==> config.mk <==
export PLATFORM = sky130hd
export DESIGN_NAME = dps_serial_ctrl
export DESIGN_NICKNAME = d
export VERILOG_FILES = /design/src/rtl/dps_pkg.sv /design/src/rtl/dps_serial_ctrl.sv
export SDC_FILE = /design/constraint.sdc
export NUM_CORES = 1
export LEC_CHECK = 0
export BUFFER_PORTS_ARGS = -buffer_cell sky130_fd_sc_hd__buf_2
export CORE_ASPECT_RATIO = 1.2
export CORE_MARGIN = 1
export CORE_UTILIZATION = 39
export DETAILED_ROUTE_END_ITERATION = 7
export MAX_ROUTING_LAYER = met4
export PLACE_DENSITY = 0.53
export SYNTH_ARGS = -nofsm -noshare
export SYNTH_HDL_FRONTEND = slang
export SYNTH_SLANG_ARGS = --single-unit
==> constraint.sdc <==
create_clock -name clk_i -period 7.3 [get_ports clk_i]
set_input_delay 0.73 -clock clk_i [delete_from_list [all_inputs] [get_ports clk_i]]
set_output_delay 0.73 -clock clk_i [all_outputs]
set_load 0.02 [all_outputs]
==> src/rtl/dps_pkg.sv <==
package dps_pkg;

    // ****************************************************************
    // Timing
    // ****************************************************************
    localparam int unsigned CLK_PERIOD_NS = 10;
    localparam int unsigned KA_PERIOD_NS  = 2000;
    localparam int unsigned KA_HALF_CYC   = KA_PERIOD_NS / (2 * CLK_PERIOD_NS);
    localparam logic [7:0]  KA_HALF       = 8'(KA_HALF_CYC);

    // ****************************************************************
    // Serial burst lengths and address codes
    // ****************************************************************
    localparam logic [5:0] LEN_CFG   = 6'h08;
    localparam logic [5:0] LEN_MREF  = 6'h10;
    localparam logic [5:0] LEN_MLOOP = 6'h18;
    localparam logic [5:0] LEN_ADDR  = 6'h20;
    localparam int unsigned ADR_MSB  = 31;
    localparam logic [3:0] ADR_CFG     = 4'h0;
    localparam logic [3:0] ADR_MREF_H  = 4'h1;
    localparam logic [3:0] ADR_MLOOP   = 4'h2;
    localparam logic [3:0] ADR_CONV    = 4'h3;
    localparam logic [3:0] ADR_SLOOP_H = 4'h4;
    localparam logic [3:0] ADR_SREF    = 4'h5;
    localparam logic [3:0] ADR_STATUS  = 4'h6;

    // ****************************************************************
    // Field positions
    // ****************************************************************
    localparam int unsigned CFG_EXTREF_BIT  = 6;
    localparam int unsigned CFG_MPFLOAT_BIT = 5;
    localparam int unsigned CFG_SDFLOAT_BIT = 4;
    localparam int unsigned CFG_STANDBY_BIT = 3;
    localparam int unsigned MLOOP_PUMP_LSB  = 18;
    localparam int unsigned MLOOP_ADAPT_LSB = 20;
    localparam int unsigned MLOOP_ALT_BIT   = 22;
    localparam int unsigned SREF_AUX_LSB    = 16;
    localparam int unsigned SREF_RFSH_LSB   = 18;
    localparam int unsigned SLOOP_LSB       = 3;

    // ****************************************************************
    // Encodings and reset values
    // ****************************************************************
    localparam logic [1:0] PUMP_FLOAT = 2'h0;
    localparam logic [1:0] PUMP_LOW   = 2'h1;
    localparam logic [1:0] PUMP_HIGH  = 2'h2;
    localparam logic [1:0] PUMP_BOTH  = 2'h3;
    localparam logic [1:0] RFSH_OFF   = 2'h3;
    localparam logic [6:0] RFSH_HALF  = 7'h04;
    localparam logic [5:0] ADAPT_BASE = 6'h08;
    localparam logic [4:0] AUX_SPAN [0:3] = '{5'h00, 5'h10, 5'h14, 5'h19};
    localparam logic [7:0]  CFG_RST   = 8'h00;
    localparam logic [15:0] HOLD_RST  = 16'h0000;
    localparam logic [23:0] WIDE_RST  = 24'h000000;
    localparam logic [6:0]  SYNC_RST  = 7'h04;

endpackage

==> src/rtl/dps_serial_ctrl.sv <==
// Local design decisions: the placing of the registers and register access over Wishbone.
`timescale 1ns/1ps
module dps_serial_ctrl (
    input  wire logic        clk_i,
    input  wire logic        rst_i,
    input  wire logic        ce_i,
    input  wire logic        wb_cyc_i,
    input  wire logic        wb_stb_i,
    input  wire logic        wb_we_i,
    input  wire logic [7:0]  wb_adr_i,
    input  wire logic [3:0]  wb_sel_i,
    input  wire logic [31:0] wb_dat_i,
    output logic      [31:0] wb_dat_o,
    output logic             wb_ack_o,
    input  wire logic        sclk_i,
    input  wire logic        sdata_i,
    input  wire logic        port_select_n_i,
    input  wire logic        mode_pin_i,
    input  wire logic        ref_osc_i,
    input  wire logic        main_vco_input_i,
    input  wire logic        sec_vco_input_i,
    output logic             main_ref_pulse_o,
    output logic             sec_ref_pulse_o,
    output logic             main_loop_pulse_o,
    output logic             sec_loop_pulse_o,
    output logic             aux_clock_out_p_o,
    output logic             aux_clock_out_n_o,
    output logic             aux_clock_out_en_o,
    output logic             external_ref_mode_o,
    output logic             refresh_clk_o,
    output logic             keep_alive_en_o,
    output logic             main_pump_high_oe_o,
    output logic             main_pump_low_oe_o,
    output logic             sec_detector_oe_o,
    output logic      [15:0] converter_level_o
);

    // ****************************************************************
    // State
    // ****************************************************************
    localparam int unsigned I_SCLK = 0;
    localparam int unsigned I_SDAT = 1;
    localparam int unsigned I_SEL  = 2;
    localparam int unsigned I_REF  = 3;
    localparam int unsigned I_MVCO = 4;
    localparam int unsigned I_SVCO = 5;
    localparam int unsigned I_MODE = 6;

    typedef struct packed {
        logic [6:0]       sync1;
        logic [6:0]       sync2;
        logic [6:0]       prev;
        logic [31:0]      shreg;
        logic [5:0]       bitcnt;
        logic [7:0]       cfg;
        logic [15:0]      mref_hold;
        logic [15:0]      mref;
        logic [23:0]      mloop;
        logic [23:0]      sref;
        logic [15:0]      sloop_hold;
        logic [12:0]      sloop;
        logic [15:0]      conv;
        logic [3:0][17:0] cnt;
        logic [3:0]       pulse;
        logic [4:0]       aux_cnt;
        logic             aux_clk;
        logic [6:0]       rfsh_cnt;
        logic [7:0]       ka_cnt;
        logic             rfsh_clk;
        logic             adapt_act;
        logic [5:0]       adapt_cnt;
        logic             ack;
        logic [31:0]      rdat;
    } dps_state_t;

    dps_state_t       q;
    dps_state_t       d;
    logic             sclk_rise;
    logic             sel_rise;
    logic             ref_rise;
    logic             ref_ev;
    logic             standby;
    logic             mode_hi;
    logic             aux_en;
    logic             mult_off;
    logic [1:0]       aux_sel;
    logic [4:0]       span;
    logic [4:0]       aux_nxt;
    logic [4:0]       qt1;
    logic [4:0]       qt2;
    logic [4:0]       qt3;
    logic [6:0]       rfsh_lim;
    logic [5:0]       adapt_lim;
    logic [1:0]       adapt_code;
    logic [3:0]       ev;
    logic [3:0][17:0] rat;
    logic             wr_en;
    logic [3:0]       wr_addr;
    logic [31:0]      wr_data;
    logic [31:0]      wr_mask;
    logic [31:0]      old_val;
    logic [3:0]       wb_idx;
    logic [31:0]      status;

    assign sclk_rise = q.sync2[I_SCLK] & ~q.prev[I_SCLK];
    assign sel_rise  = q.sync2[I_SEL] & ~q.prev[I_SEL];
    assign ref_rise  = q.sync2[I_REF] & ~q.prev[I_REF];
    assign standby   = q.cfg[dps_pkg::CFG_STANDBY_BIT];
    assign mode_hi   = q.sync2[I_MODE];
    assign ref_ev    = ref_rise & ~standby;
    assign wb_idx    = {1'b0, wb_adr_i[4:2]};

    // ****************************************************************
    // Counter inputs
    // ****************************************************************
    assign ev  = {q.sync2[I_SVCO] & ~q.prev[I_SVCO],
                  q.sync2[I_MVCO] & ~q.prev[I_MVCO], ref_ev, ref_ev};
    assign rat[0] = {2'h0, q.mref};
    assign rat[1] = {2'h0, q.sref[15:0]};
    assign rat[2] = q.mloop[17:0];
    assign rat[3] = {5'h00, q.sloop};

    assign aux_sel = q.sref[dps_pkg::SREF_AUX_LSB +: 2];
    assign aux_en  = ~mode_hi & (aux_sel != 2'h0);
    assign span    = dps_pkg::AUX_SPAN[aux_sel];
    assign qt1     = 5'(({2'h0, span} * 7'h01) >> 2);
    assign qt2     = 5'(({2'h0, span} * 7'h02) >> 2);
    assign qt3     = 5'(({2'h0, span} * 7'h03) >> 2);
    assign aux_nxt = ((q.aux_cnt + 5'h01) >= span) ? 5'h00
                                                   : q.aux_cnt + 5'h01;

    assign mult_off = q.sref[dps_pkg::SREF_RFSH_LSB +: 2] == dps_pkg::RFSH_OFF;
    assign rfsh_lim = dps_pkg::RFSH_HALF << q.sref[dps_pkg::SREF_RFSH_LSB +: 2];
    assign adapt_code = q.mloop[dps_pkg::MLOOP_ADAPT_LSB +: 2];
    assign adapt_lim  = dps_pkg::ADAPT_BASE << (adapt_code - 2'h1);

    // ****************************************************************
    // Register read mux
    // ****************************************************************
    assign status = {24'h000000, 2'h0, q.adapt_act, q.rfsh_clk,
                     keep_alive_en_o, aux_en, external_ref_mode_o, mode_hi};

    always_comb begin
        case (wr_addr)
            dps_pkg::ADR_CFG:     old_val = {24'h000000, q.cfg};
            dps_pkg::ADR_MREF_H:  old_val = {16'h0000, q.mref_hold};
            dps_pkg::ADR_MLOOP:   old_val = {8'h00, q.mloop};
            dps_pkg::ADR_CONV:    old_val = {16'h0000, q.conv};
            dps_pkg::ADR_SLOOP_H: old_val = {16'h0000, q.sloop_hold};
            dps_pkg::ADR_SREF:    old_val = {8'h00, q.sref};
            dps_pkg::ADR_STATUS:  old_val = status;
            default:              old_val = 32'h00000000;
        endcase
    end

    // ****************************************************************
    // Next state
    // ****************************************************************
    always_comb begin
        d       = q;
        wr_en   = 1'b0;
        wr_addr = wb_idx;
        wr_data = 32'h00000000;
        wr_mask = 32'hFFFFFFFF;
        if (ce_i) begin
            d.sync1 = {mode_pin_i, sec_vco_input_i, main_vco_input_i,
                       ref_osc_i, port_select_n_i, sdata_i, sclk_i};
            d.sync2 = q.sync1;
            d.prev  = q.sync2;
            d.ack   = 1'b0;

            // Shift only inside a frame
            if (!q.sync2[I_SEL]) begin
                if (sclk_rise) begin
                    d.shreg = {q.shreg[30:0], q.sync2[I_SDAT]};
                    if (q.bitcnt != 6'h3F) begin
                        d.bitcnt = q.bitcnt + 6'h01;
                    end
                end
            end else begin
                d.bitcnt = 6'h00;
            end

            // Frame end loads by length or address
            if (sel_rise) begin
                case (q.bitcnt)
                    dps_pkg::LEN_CFG: begin
                        wr_en   = 1'b1;
                        wr_addr = dps_pkg::ADR_CFG;
                    end
                    dps_pkg::LEN_MREF: begin
                        wr_en   = 1'b1;
                        wr_addr = dps_pkg::ADR_MREF_H;
                    end
                    dps_pkg::LEN_MLOOP: begin
                        wr_en   = 1'b1;
                        wr_addr = dps_pkg::ADR_MLOOP;
                    end
                    dps_pkg::LEN_ADDR: begin
                        wr_addr = q.shreg[dps_pkg::ADR_MSB -: 4];
                        wr_en   = wr_addr <= dps_pkg::ADR_SREF;
                    end
                    default: begin
                        wr_en = 1'b0;
                    end
                endcase
                wr_data = {8'h00, q.shreg[23:0]};
            end else if (wb_cyc_i && wb_stb_i && !q.ack) begin
                d.ack  = 1'b1;
                d.rdat = old_val;
                if (wb_we_i && wb_idx <= dps_pkg::ADR_SREF) begin
                    wr_en   = 1'b1;
                    wr_mask = {{8{wb_sel_i[3]}}, {8{wb_sel_i[2]}},
                               {8{wb_sel_i[1]}}, {8{wb_sel_i[0]}}};
                    wr_data = wb_dat_i;
                end
            end
            wr_data = (old_val & ~wr_mask) | (wr_data & wr_mask);

            // Frequency dividers
            for (int i = 0; i < 4; i++) begin
                d.pulse[i] = 1'b0;
                if (ev[i]) begin
                    if (rat[i] <= 18'h00001 ||
                        q.cnt[i] >= rat[i] - 18'h00001) begin
                        d.cnt[i]   = 18'h00000;
                        d.pulse[i] = 1'b1;
                    end else begin
                        d.cnt[i] = q.cnt[i] + 18'h00001;
                    end
                end
            end

            // Auxiliary output, toggles four times per span
            if (!aux_en) begin
                d.aux_cnt = 5'h00;
                d.aux_clk = 1'b0;
            end else if (ref_ev) begin
                d.aux_cnt = aux_nxt;
                if (aux_nxt == 5'h00 || aux_nxt == qt1 ||
                    aux_nxt == qt2 || aux_nxt == qt3) begin
                    d.aux_clk = ~q.aux_clk;
                end
            end

            // Multiplier refresh and keep-alive
            if (mult_off) begin
                d.rfsh_clk = 1'b0;
                d.rfsh_cnt = 7'h00;
                d.ka_cnt   = 8'h00;
            end else if (standby) begin
                if (q.ka_cnt >= dps_pkg::KA_HALF - 8'h01) begin
                    d.ka_cnt   = 8'h00;
                    d.rfsh_clk = ~q.rfsh_clk;
                end else begin
                    d.ka_cnt = q.ka_cnt + 8'h01;
                end
            end else if (ref_rise) begin
                if (q.rfsh_cnt >= rfsh_lim - 7'h01) begin
                    d.rfsh_cnt = 7'h00;
                    d.rfsh_clk = ~q.rfsh_clk;
                end else begin
                    d.rfsh_cnt = q.rfsh_cnt + 7'h01;
                end
            end

            // Adapt timer counts main reference periods
            if (q.adapt_act && q.pulse[0]) begin
                if (q.adapt_cnt >= adapt_lim - 6'h01) begin
                    d.adapt_act = 1'b0;
                    d.adapt_cnt = 6'h00;
                    if (q.mloop[dps_pkg::MLOOP_ALT_BIT]) begin
                        d.mref = q.mref_hold;
                    end
                end else begin
                    d.adapt_cnt = q.adapt_cnt + 6'h01;
                end
            end

            // Register writes; a main loop write also loads mref and sloop from the holding registers
            if (wr_en) begin
                case (wr_addr)
                    dps_pkg::ADR_CFG:     d.cfg = wr_data[7:0];
                    dps_pkg::ADR_MREF_H:  d.mref_hold = wr_data[15:0];
                    dps_pkg::ADR_MLOOP: begin
                        d.mloop     = wr_data[23:0];
                        d.mref      = q.mref_hold;
                        d.sloop     = q.sloop_hold[15:dps_pkg::SLOOP_LSB];
                        d.adapt_act = wr_data[dps_pkg::MLOOP_ADAPT_LSB +: 2]
                                      != 2'h0;
                        d.adapt_cnt = 6'h00;
                    end
                    dps_pkg::ADR_CONV:    d.conv = wr_data[15:0];
                    dps_pkg::ADR_SLOOP_H: d.sloop_hold = wr_data[15:0];
                    dps_pkg::ADR_SREF:    d.sref = wr_data[23:0];
                    default:              d.cfg = q.cfg;
                endcase
            end
        end
    end

    always_ff @(posedge clk_i) begin
        if (rst_i) begin
            q            <= '0;
            q.sync1      <= dps_pkg::SYNC_RST;
            q.sync2      <= dps_pkg::SYNC_RST;
            q.prev       <= dps_pkg::SYNC_RST;
            q.cfg        <= dps_pkg::CFG_RST;
            q.mref_hold  <= dps_pkg::HOLD_RST;
            q.sloop_hold <= dps_pkg::HOLD_RST;
            q.mloop      <= dps_pkg::WIDE_RST;
            q.sref       <= dps_pkg::WIDE_RST;
        end else begin
            q <= d;
        end
    end

    // ****************************************************************
    // Outputs
    // ****************************************************************
    logic [1:0] pump_sel;
    logic       pump_float;
    assign pump_sel   = q.mloop[dps_pkg::MLOOP_PUMP_LSB +: 2];
    assign pump_float = q.cfg[dps_pkg::CFG_MPFLOAT_BIT];

    always_comb begin
        if (pump_float) begin
            main_pump_high_oe_o = 1'b0;
            main_pump_low_oe_o  = 1'b0;
        end else if (adapt_code != 2'h0) begin
            main_pump_high_oe_o = q.adapt_act;
            main_pump_low_oe_o  = ~q.adapt_act;
        end else begin
            main_pump_high_oe_o = pump_sel == dps_pkg::PUMP_HIGH ||
                                  pump_sel == dps_pkg::PUMP_BOTH;
            main_pump_low_oe_o  = pump_sel == dps_pkg::PUMP_LOW ||
                                  pump_sel == dps_pkg::PUMP_BOTH;
        end
    end

    assign sec_detector_oe_o   = ~q.cfg[dps_pkg::CFG_SDFLOAT_BIT];
    assign external_ref_mode_o = q.cfg[dps_pkg::CFG_EXTREF_BIT] & mode_hi;
    assign keep_alive_en_o     = standby & ~mult_off;
    assign aux_clock_out_en_o  = aux_en;
    assign aux_clock_out_p_o   = q.aux_clk;
    assign aux_clock_out_n_o   = aux_en & ~q.aux_clk;
    assign refresh_clk_o       = q.rfsh_clk;
    assign main_ref_pulse_o    = q.pulse[0];
    assign sec_ref_pulse_o     = q.pulse[1];
    assign main_loop_pulse_o   = q.pulse[2];
    assign sec_loop_pulse_o    = q.pulse[3];
    assign converter_level_o   = q.conv;
    assign wb_ack_o            = q.ack;
    assign wb_dat_o            = q.rdat;
endmodule

# Yosys cells after proc, flatten, opt, wreduce, memory -nomap -nowiden
# Cells that the tools add are included.
# totals
ff_bits,329
input_bits,57
output_inout_bits,62
word_cells,231
# op_classes
n_addsub,16
n_mul,1
n_lt_le_gt_ge,15
n_eq_ne,27
n_shift,2
n_mux,70
bitwise_logic,29
reduce_logical,44
# op_table
op,n
24-bit two-way mux,9
24-bit case mux with 7 select lines,1
109-bit two-way mux,1
16-bit two-way mux,6
"18-bit by 1-bit adder with 18-bit output, second input constant",4
18-bit >= comparator,4
18-bit two-way mux,4
33-bit two-way mux,2
24-bit AND,2
7-bit two-way mux,6
40-bit two-way mux,1
6-bit two-way mux,6
"16-bit by 1-bit subtractor with 17-bit output, second input constant",2
3-bit AND reduction,11
"16-bit by 1-bit <= comparator with 1-bit output, second input constant",2
24-bit inverter,1
24-bit OR,1
1-bit two-way mux,22
"4-bit by 3-bit == test with 1-bit output, second input constant",5
"18-bit by 1-bit <= comparator with 1-bit output, second input constant",1
"18-bit by 1-bit subtractor with 18-bit output, second input constant",1
"4-bit by 2-bit == test with 1-bit output, second input constant",4
8-bit two-way mux,2
4-bit case mux with 4 select lines,1
other kinds (50),105

# Depth between registers and ports, before layout
# logic_depth
word_depth,13
depth_mapped,16
depth_no_buf,15

# Worst setup path before layout
# Ideal clock, no wire load.
# synth_timing
path_type,flip-flop to flip-flop
startpoint,register q[187] in the netlist's numbering
endpoint,register q[100] in the netlist's numbering
setup_time_ps,128
arrival_time_ps,3293
required_time_ps,7172
setup_slack_ps,3879
path_stages_with_launch,12
n_path_buf,2
period_less_slack_ps,3421
path_cell_list,dfxtp_1 > clkbuf_1 > or4_1 > or2_2 > nor4_1 > xnor2_1 > ha_1 > nand4_1 > o31a_1 > o31ai_1 > clkbuf_1 > nor2_1
# synth_via
elab_chain_len,4
elab_cells_between_ends,5
# synth_lines
element,line_no,text
from (decl),dps_serial_ctrl.sv:76,dps_state_t q;
16-bit by 1-bit subtractor with 17-bit output,dps_serial_ctrl.sv:225,q.cnt[i] >= rat[i] - 18'h00001) begin
18-bit >= comparator,dps_serial_ctrl.sv:225,
1-bit logical OR (*),dps_serial_ctrl.sv:224,if (rat[i] <= 18'h00001 ||
18-bit two-way mux (*),dps_serial_ctrl.sv:224,
# Every way passes the cells marked *; elsewhere a longest branch is shown, timed or not.
# A chain may end at the register's enable or synchronous reset.

# Final worst setup path
# layout_timing
startpoint,register q[57] in the netlist's numbering
endpoint,register q (netlist bit aux_clock_out_p_o)
# layout_via
elab_chain_len,9
elab_cells_between_ends,12
# layout_lines
element,line_no,text
5-bit by 1-bit adder with 5-bit output (*),"dps_serial_ctrl.sv:129, dps_serial_ctrl.sv:130",
5-bit >= comparator,dps_serial_ctrl.sv:129,assign aux_nxt = ((q.aux_cnt + 5'h01) >= span) ? 5'h00
5-bit two-way mux (*),dps_serial_ctrl.sv:129,
5-bit by 3-bit == test with 1-bit output / 5-bit zero test (equally long branches),dps_serial_ctrl.sv:240,if (aux_nxt == 5'h00 || aux_nxt == qt1 ||
1-bit logical OR (2 in series),dps_serial_ctrl.sv:240,
1-bit logical OR (*),dps_serial_ctrl.sv:241,aux_nxt == qt2 || aux_nxt == qt3) begin
2-bit by 1-bit inequality test with 1-bit output (no line) (*),-,
3-bit AND reduction (no line) (*),-,
# Marks and branches as above.

==> impl_metrics.py <==
metrics = {
    "logic_synthesis": {
        "synth_top_family_by_area": "simple AND/OR/NAND/NOR gates",
        "syn-cell-area_um2": 17700,
        "synth_flop_cell": "dfxtp_1",
        "synthTopCellsByArea": "dfxtp_1 36%, ha_1 7.6%, nor2_1 4.8%, nand3_1 4.4%, nand2_1 4.2%",
        "syn_inst": 2125,
        "async_flop_share": 0,
        "seq_area_frac_synth": 0.362,
        "synth-simple-area-share": 0.225,
        "synth_xor_xnor_area_share": 0.0669,
        "yosysWarnings": 0,
        "synth-seq-cells": 320,
        "synth_edf_count": 0,
        "synth_mux_area_frac": 0.0455,
        "synthDistinctLibCells": 88,
        "yosys.area.top_type_share": 0.362,
        "syn_avg_cell_area_um2": 8.32,
        "synth_fa_ha_area_frac": 0.0764,
        "synth_compound_area_frac": 0.165,
        "synth_area_leader_cell": "dfxtp_1",
    },
    "timing": {
        "finalCritPeriodShare": 0.587,
        "slew_headroom": 0.197,
        "finalCriticalPeriod_ns": 4.29,
        "clock_skew_ns": 0.0266,
        "drv_slew": 0,
        "tns_ns": 0,
        "finalHoldViolCount": 0,
        "timing.fmax_mhz": 233,
        "setup-violations-final": 0,
        "worst_pin_slew_ns": 1.20,
        "rsz0062_at_grt": "false",
    },
    "global_routing": {
        "grt_max_degree": 120,
        "grt_pass1_wl_um": 80700,
        "grt_antenna_before_repair": 2,
        "grt.overflow.total": 0,
        "grtUsageTotal": 0.225,
        "grt_pass1_vias": 14400,
    },
    "worst_setup_path": {
        "path_class": "flip-flop to flip-flop",
        "crit_family": "compound AO/OA/AOI/OAI gates",
        "max_stage_delay_ns": 0.73,
        "slowest_stage": "a21oi_1",
        "worstPathCellList": "nand3_1 > xor2_1 > inv_1 > ha_1 > a21oi_1 > o21ai_0 > a21oi_1 > o31ai_1 > a22o_1 > a2111oi_0 > nand3b_1 > a31oi_1",
        "crit_required_ns": 7.68,
        "path_buf_inv": 1,
        "cpMostUsedCell": "a21oi_1",
        "crit_path_start_kind": "flip-flop",
        "crit_arrival_ns": 4.67,
        "path_max_fanout": 12,
        "end_kind": "flip-flop",
    },
    "clock_tree": {
        "ctsHoldBuffers": 0,
        "cts-resized-gates": 0,
        "clockRootBuffer": "clkbuf_16",
        "clk_pin_slew_worst_paths_ns": 0.05,
        "cts_buffer_depth": 3,
        "cts_num_sinks": 320,
        "htreeDepth": 2,
        "cts-buffers-inserted": 37,
        "cts_tree": "built",
        "postCtsSetupBuffers": 0,
        "clock_latency_ns": 0.54,
    },
    "final_layout": {
        "multi_input_area_um2": 10300,
        "nets": 2287,
        "area_delta_synth_final_pct": 9.89,
        "drive_above_1_share": 0.100,
        "seqCellArea_um2": 6410,
        "fillers": 4497,
    },
    "floorplan": {
        "die_h_um": 235,
        "start_util": 0.395,
        "coreArea_um2": 44800,
        "die_w_um": 196,
        "fp-row-count": 85,
        "ios": 119,
        "dieArea_um2": 46200,
    },
    "place": {
        "gp_congestion": 0.871,
        "dp_hpwl_um": 37000,
        "portBuffers": 96,
    },
    "status": {
        "status": "complete, no violations",
    },
    "routing": {
        "ant_nets": 0,
        "dr.pass1.iters": 5,
        "drc": 0,
        "routed_wl_um": 50400,
        "vias": 15200,
        "avgViaCountPerCell": 5.53,
        "routedWlPerCell_um": 18.3,
        "drt_iter0_drc": 1100,
    },
    "pwr": {
        "p_leak_nw": 7.85,
        "power_density_nw_per_um2": 193,
        "report.power.total_mw": 3.76,
        "peakVddDrop_mv": 0.135,
    },
    "worst_hold_path": {
        "hp-class": "input pin to flip-flop",
    },
    "job": {
        "drv_cap": 0,
    },
}
==> cell families (layout without fill, tap and decap cells) <==
logic type                 count (synthesis)  after routing
AOI/OAI and AO/OA                        449            449
other                                      2             10
and+or+nand+nor                          829            829
adders and majority gates                108            108
muxes                                     77             77
xor gates and xnor gates                 135            135
buffers and inverters                    205            216
DFF                                      320            320
==> cell usage in the layout, fill, tap and decap left out, types with 8 or more instances in the layout <==
cell type	n
a211oi_1	24
a21o_1	30
a21oi_1	99
a221o_1	8
a22oi_1	19
a31oi_1	12
and2_1	18
and3_1	20
buf_2	95
buf_4	19
clkbuf_1	10
clkbuf_16	37
conb_1	9
dfxtp_1	320
ha_1	108
inv_1	38
mux2i_1	68
nand2_1	200
nand2b_1	11
nand3_1	155
nand3b_1	10
nand4_1	40
nor2_1	227
nor2b_1	12
nor3_1	56
nor4_1	32
o21a_1	9
o21ai_0	131
o21ai_1	28
o31ai_1	10
xnor2_1	70
xor2_1	65
==> cell usage after synthesis, types with 20 or more instances <==
cell and count:
nor2_1 228, buf_4 50, xnor2_1 70, and3_1 20, a21oi_1 99, nor4_1 33, clkbuf_1 89, o21ai_0 131
o21ai_1 28, mux2i_1 68, inv_1 39, xor2_1 65, nand3_1 156, nor3_1 56, a211oi_1 25, a21o_1 30
ha_1 108, nand4_1 40, nand2_1 200, dfxtp_1 320
==> power breakdown <==
| group | switching [mW] | internal [mW] |
|---|---|---|
| registers | 0.00896 | 1.76 |
| logic | 0.126 | 0.0472 |
| clock network | 0.733 | 1.09 |
| total | 0.868 | 2.89 |
==> registers in the layout, indices dropped and copies added (netlist names), 2 cells and up <==
register           count
q                    265
adapt_code             2
pump_sel               2
aux_sel                2
converter_level_o     16
wb_dat_o              24
==> layer usage <==
layer,share of wire,wire (um),track usage
met1,0.45,22900,0.292
met2,0.48,24300,0.375
met3,0.045,2280,0.0231
met4,0.018,917,0.0528
met5,0,0,-
==> worst paths after layout <==
kind	cells past startpoint	slack, ns	endpoint	from
worst max-delay path	12	3.01	aux_clock_out_p_o$_SDFFE_PP0P_	q[57]$_SDFFE_PP0P_
worst min-delay path	3	0.43	q[325]$_SDFFE_PP1P_	port_select_n_i
worst max register to register	12	3.01	aux_clock_out_p_o$_SDFFE_PP0P_	q[57]$_SDFFE_PP0P_
worst min register to register	2	0.45	q[305]$_SDFFE_PP0P_	q[304]$_SDFFE_PP0P_
==> tightest hold or removal path: cells and delay by family <==
kind,cells,cell delay (ns)
simple gates,1,0.06
mux,1,0.06
buf+inv,1,0.08
==> through the flow <==
stage	hold slack, ns	setup slack (ns)	cell area (um^2)	std cells	utilization
floorplan	0.431	3.88	17700	2132	-
CTS	0.409	3.12	19400	2752	0.434
finish	0.426	3.01	19400	2753	0.434
global placement	0.436	3.15	18300	2692	0.408
detailed placement	0.444	3.12	18300	2692	0.408
global route	0.435	2.59	19400	2753	0.434
==> layout make-up <==
type	instances	area share
Antenna cell	1	0.000129
Clock buffer	52	0.0531
Clock inverter	8	0.00631
Inverter	40	0.00785
Multi-Input combinational cell	1607	0.530
Sequential cell	320	0.330
Tap cell	609	0.0392
Timing Repair Buffer	116	0.0334
(Power assumes the default switching activity.)
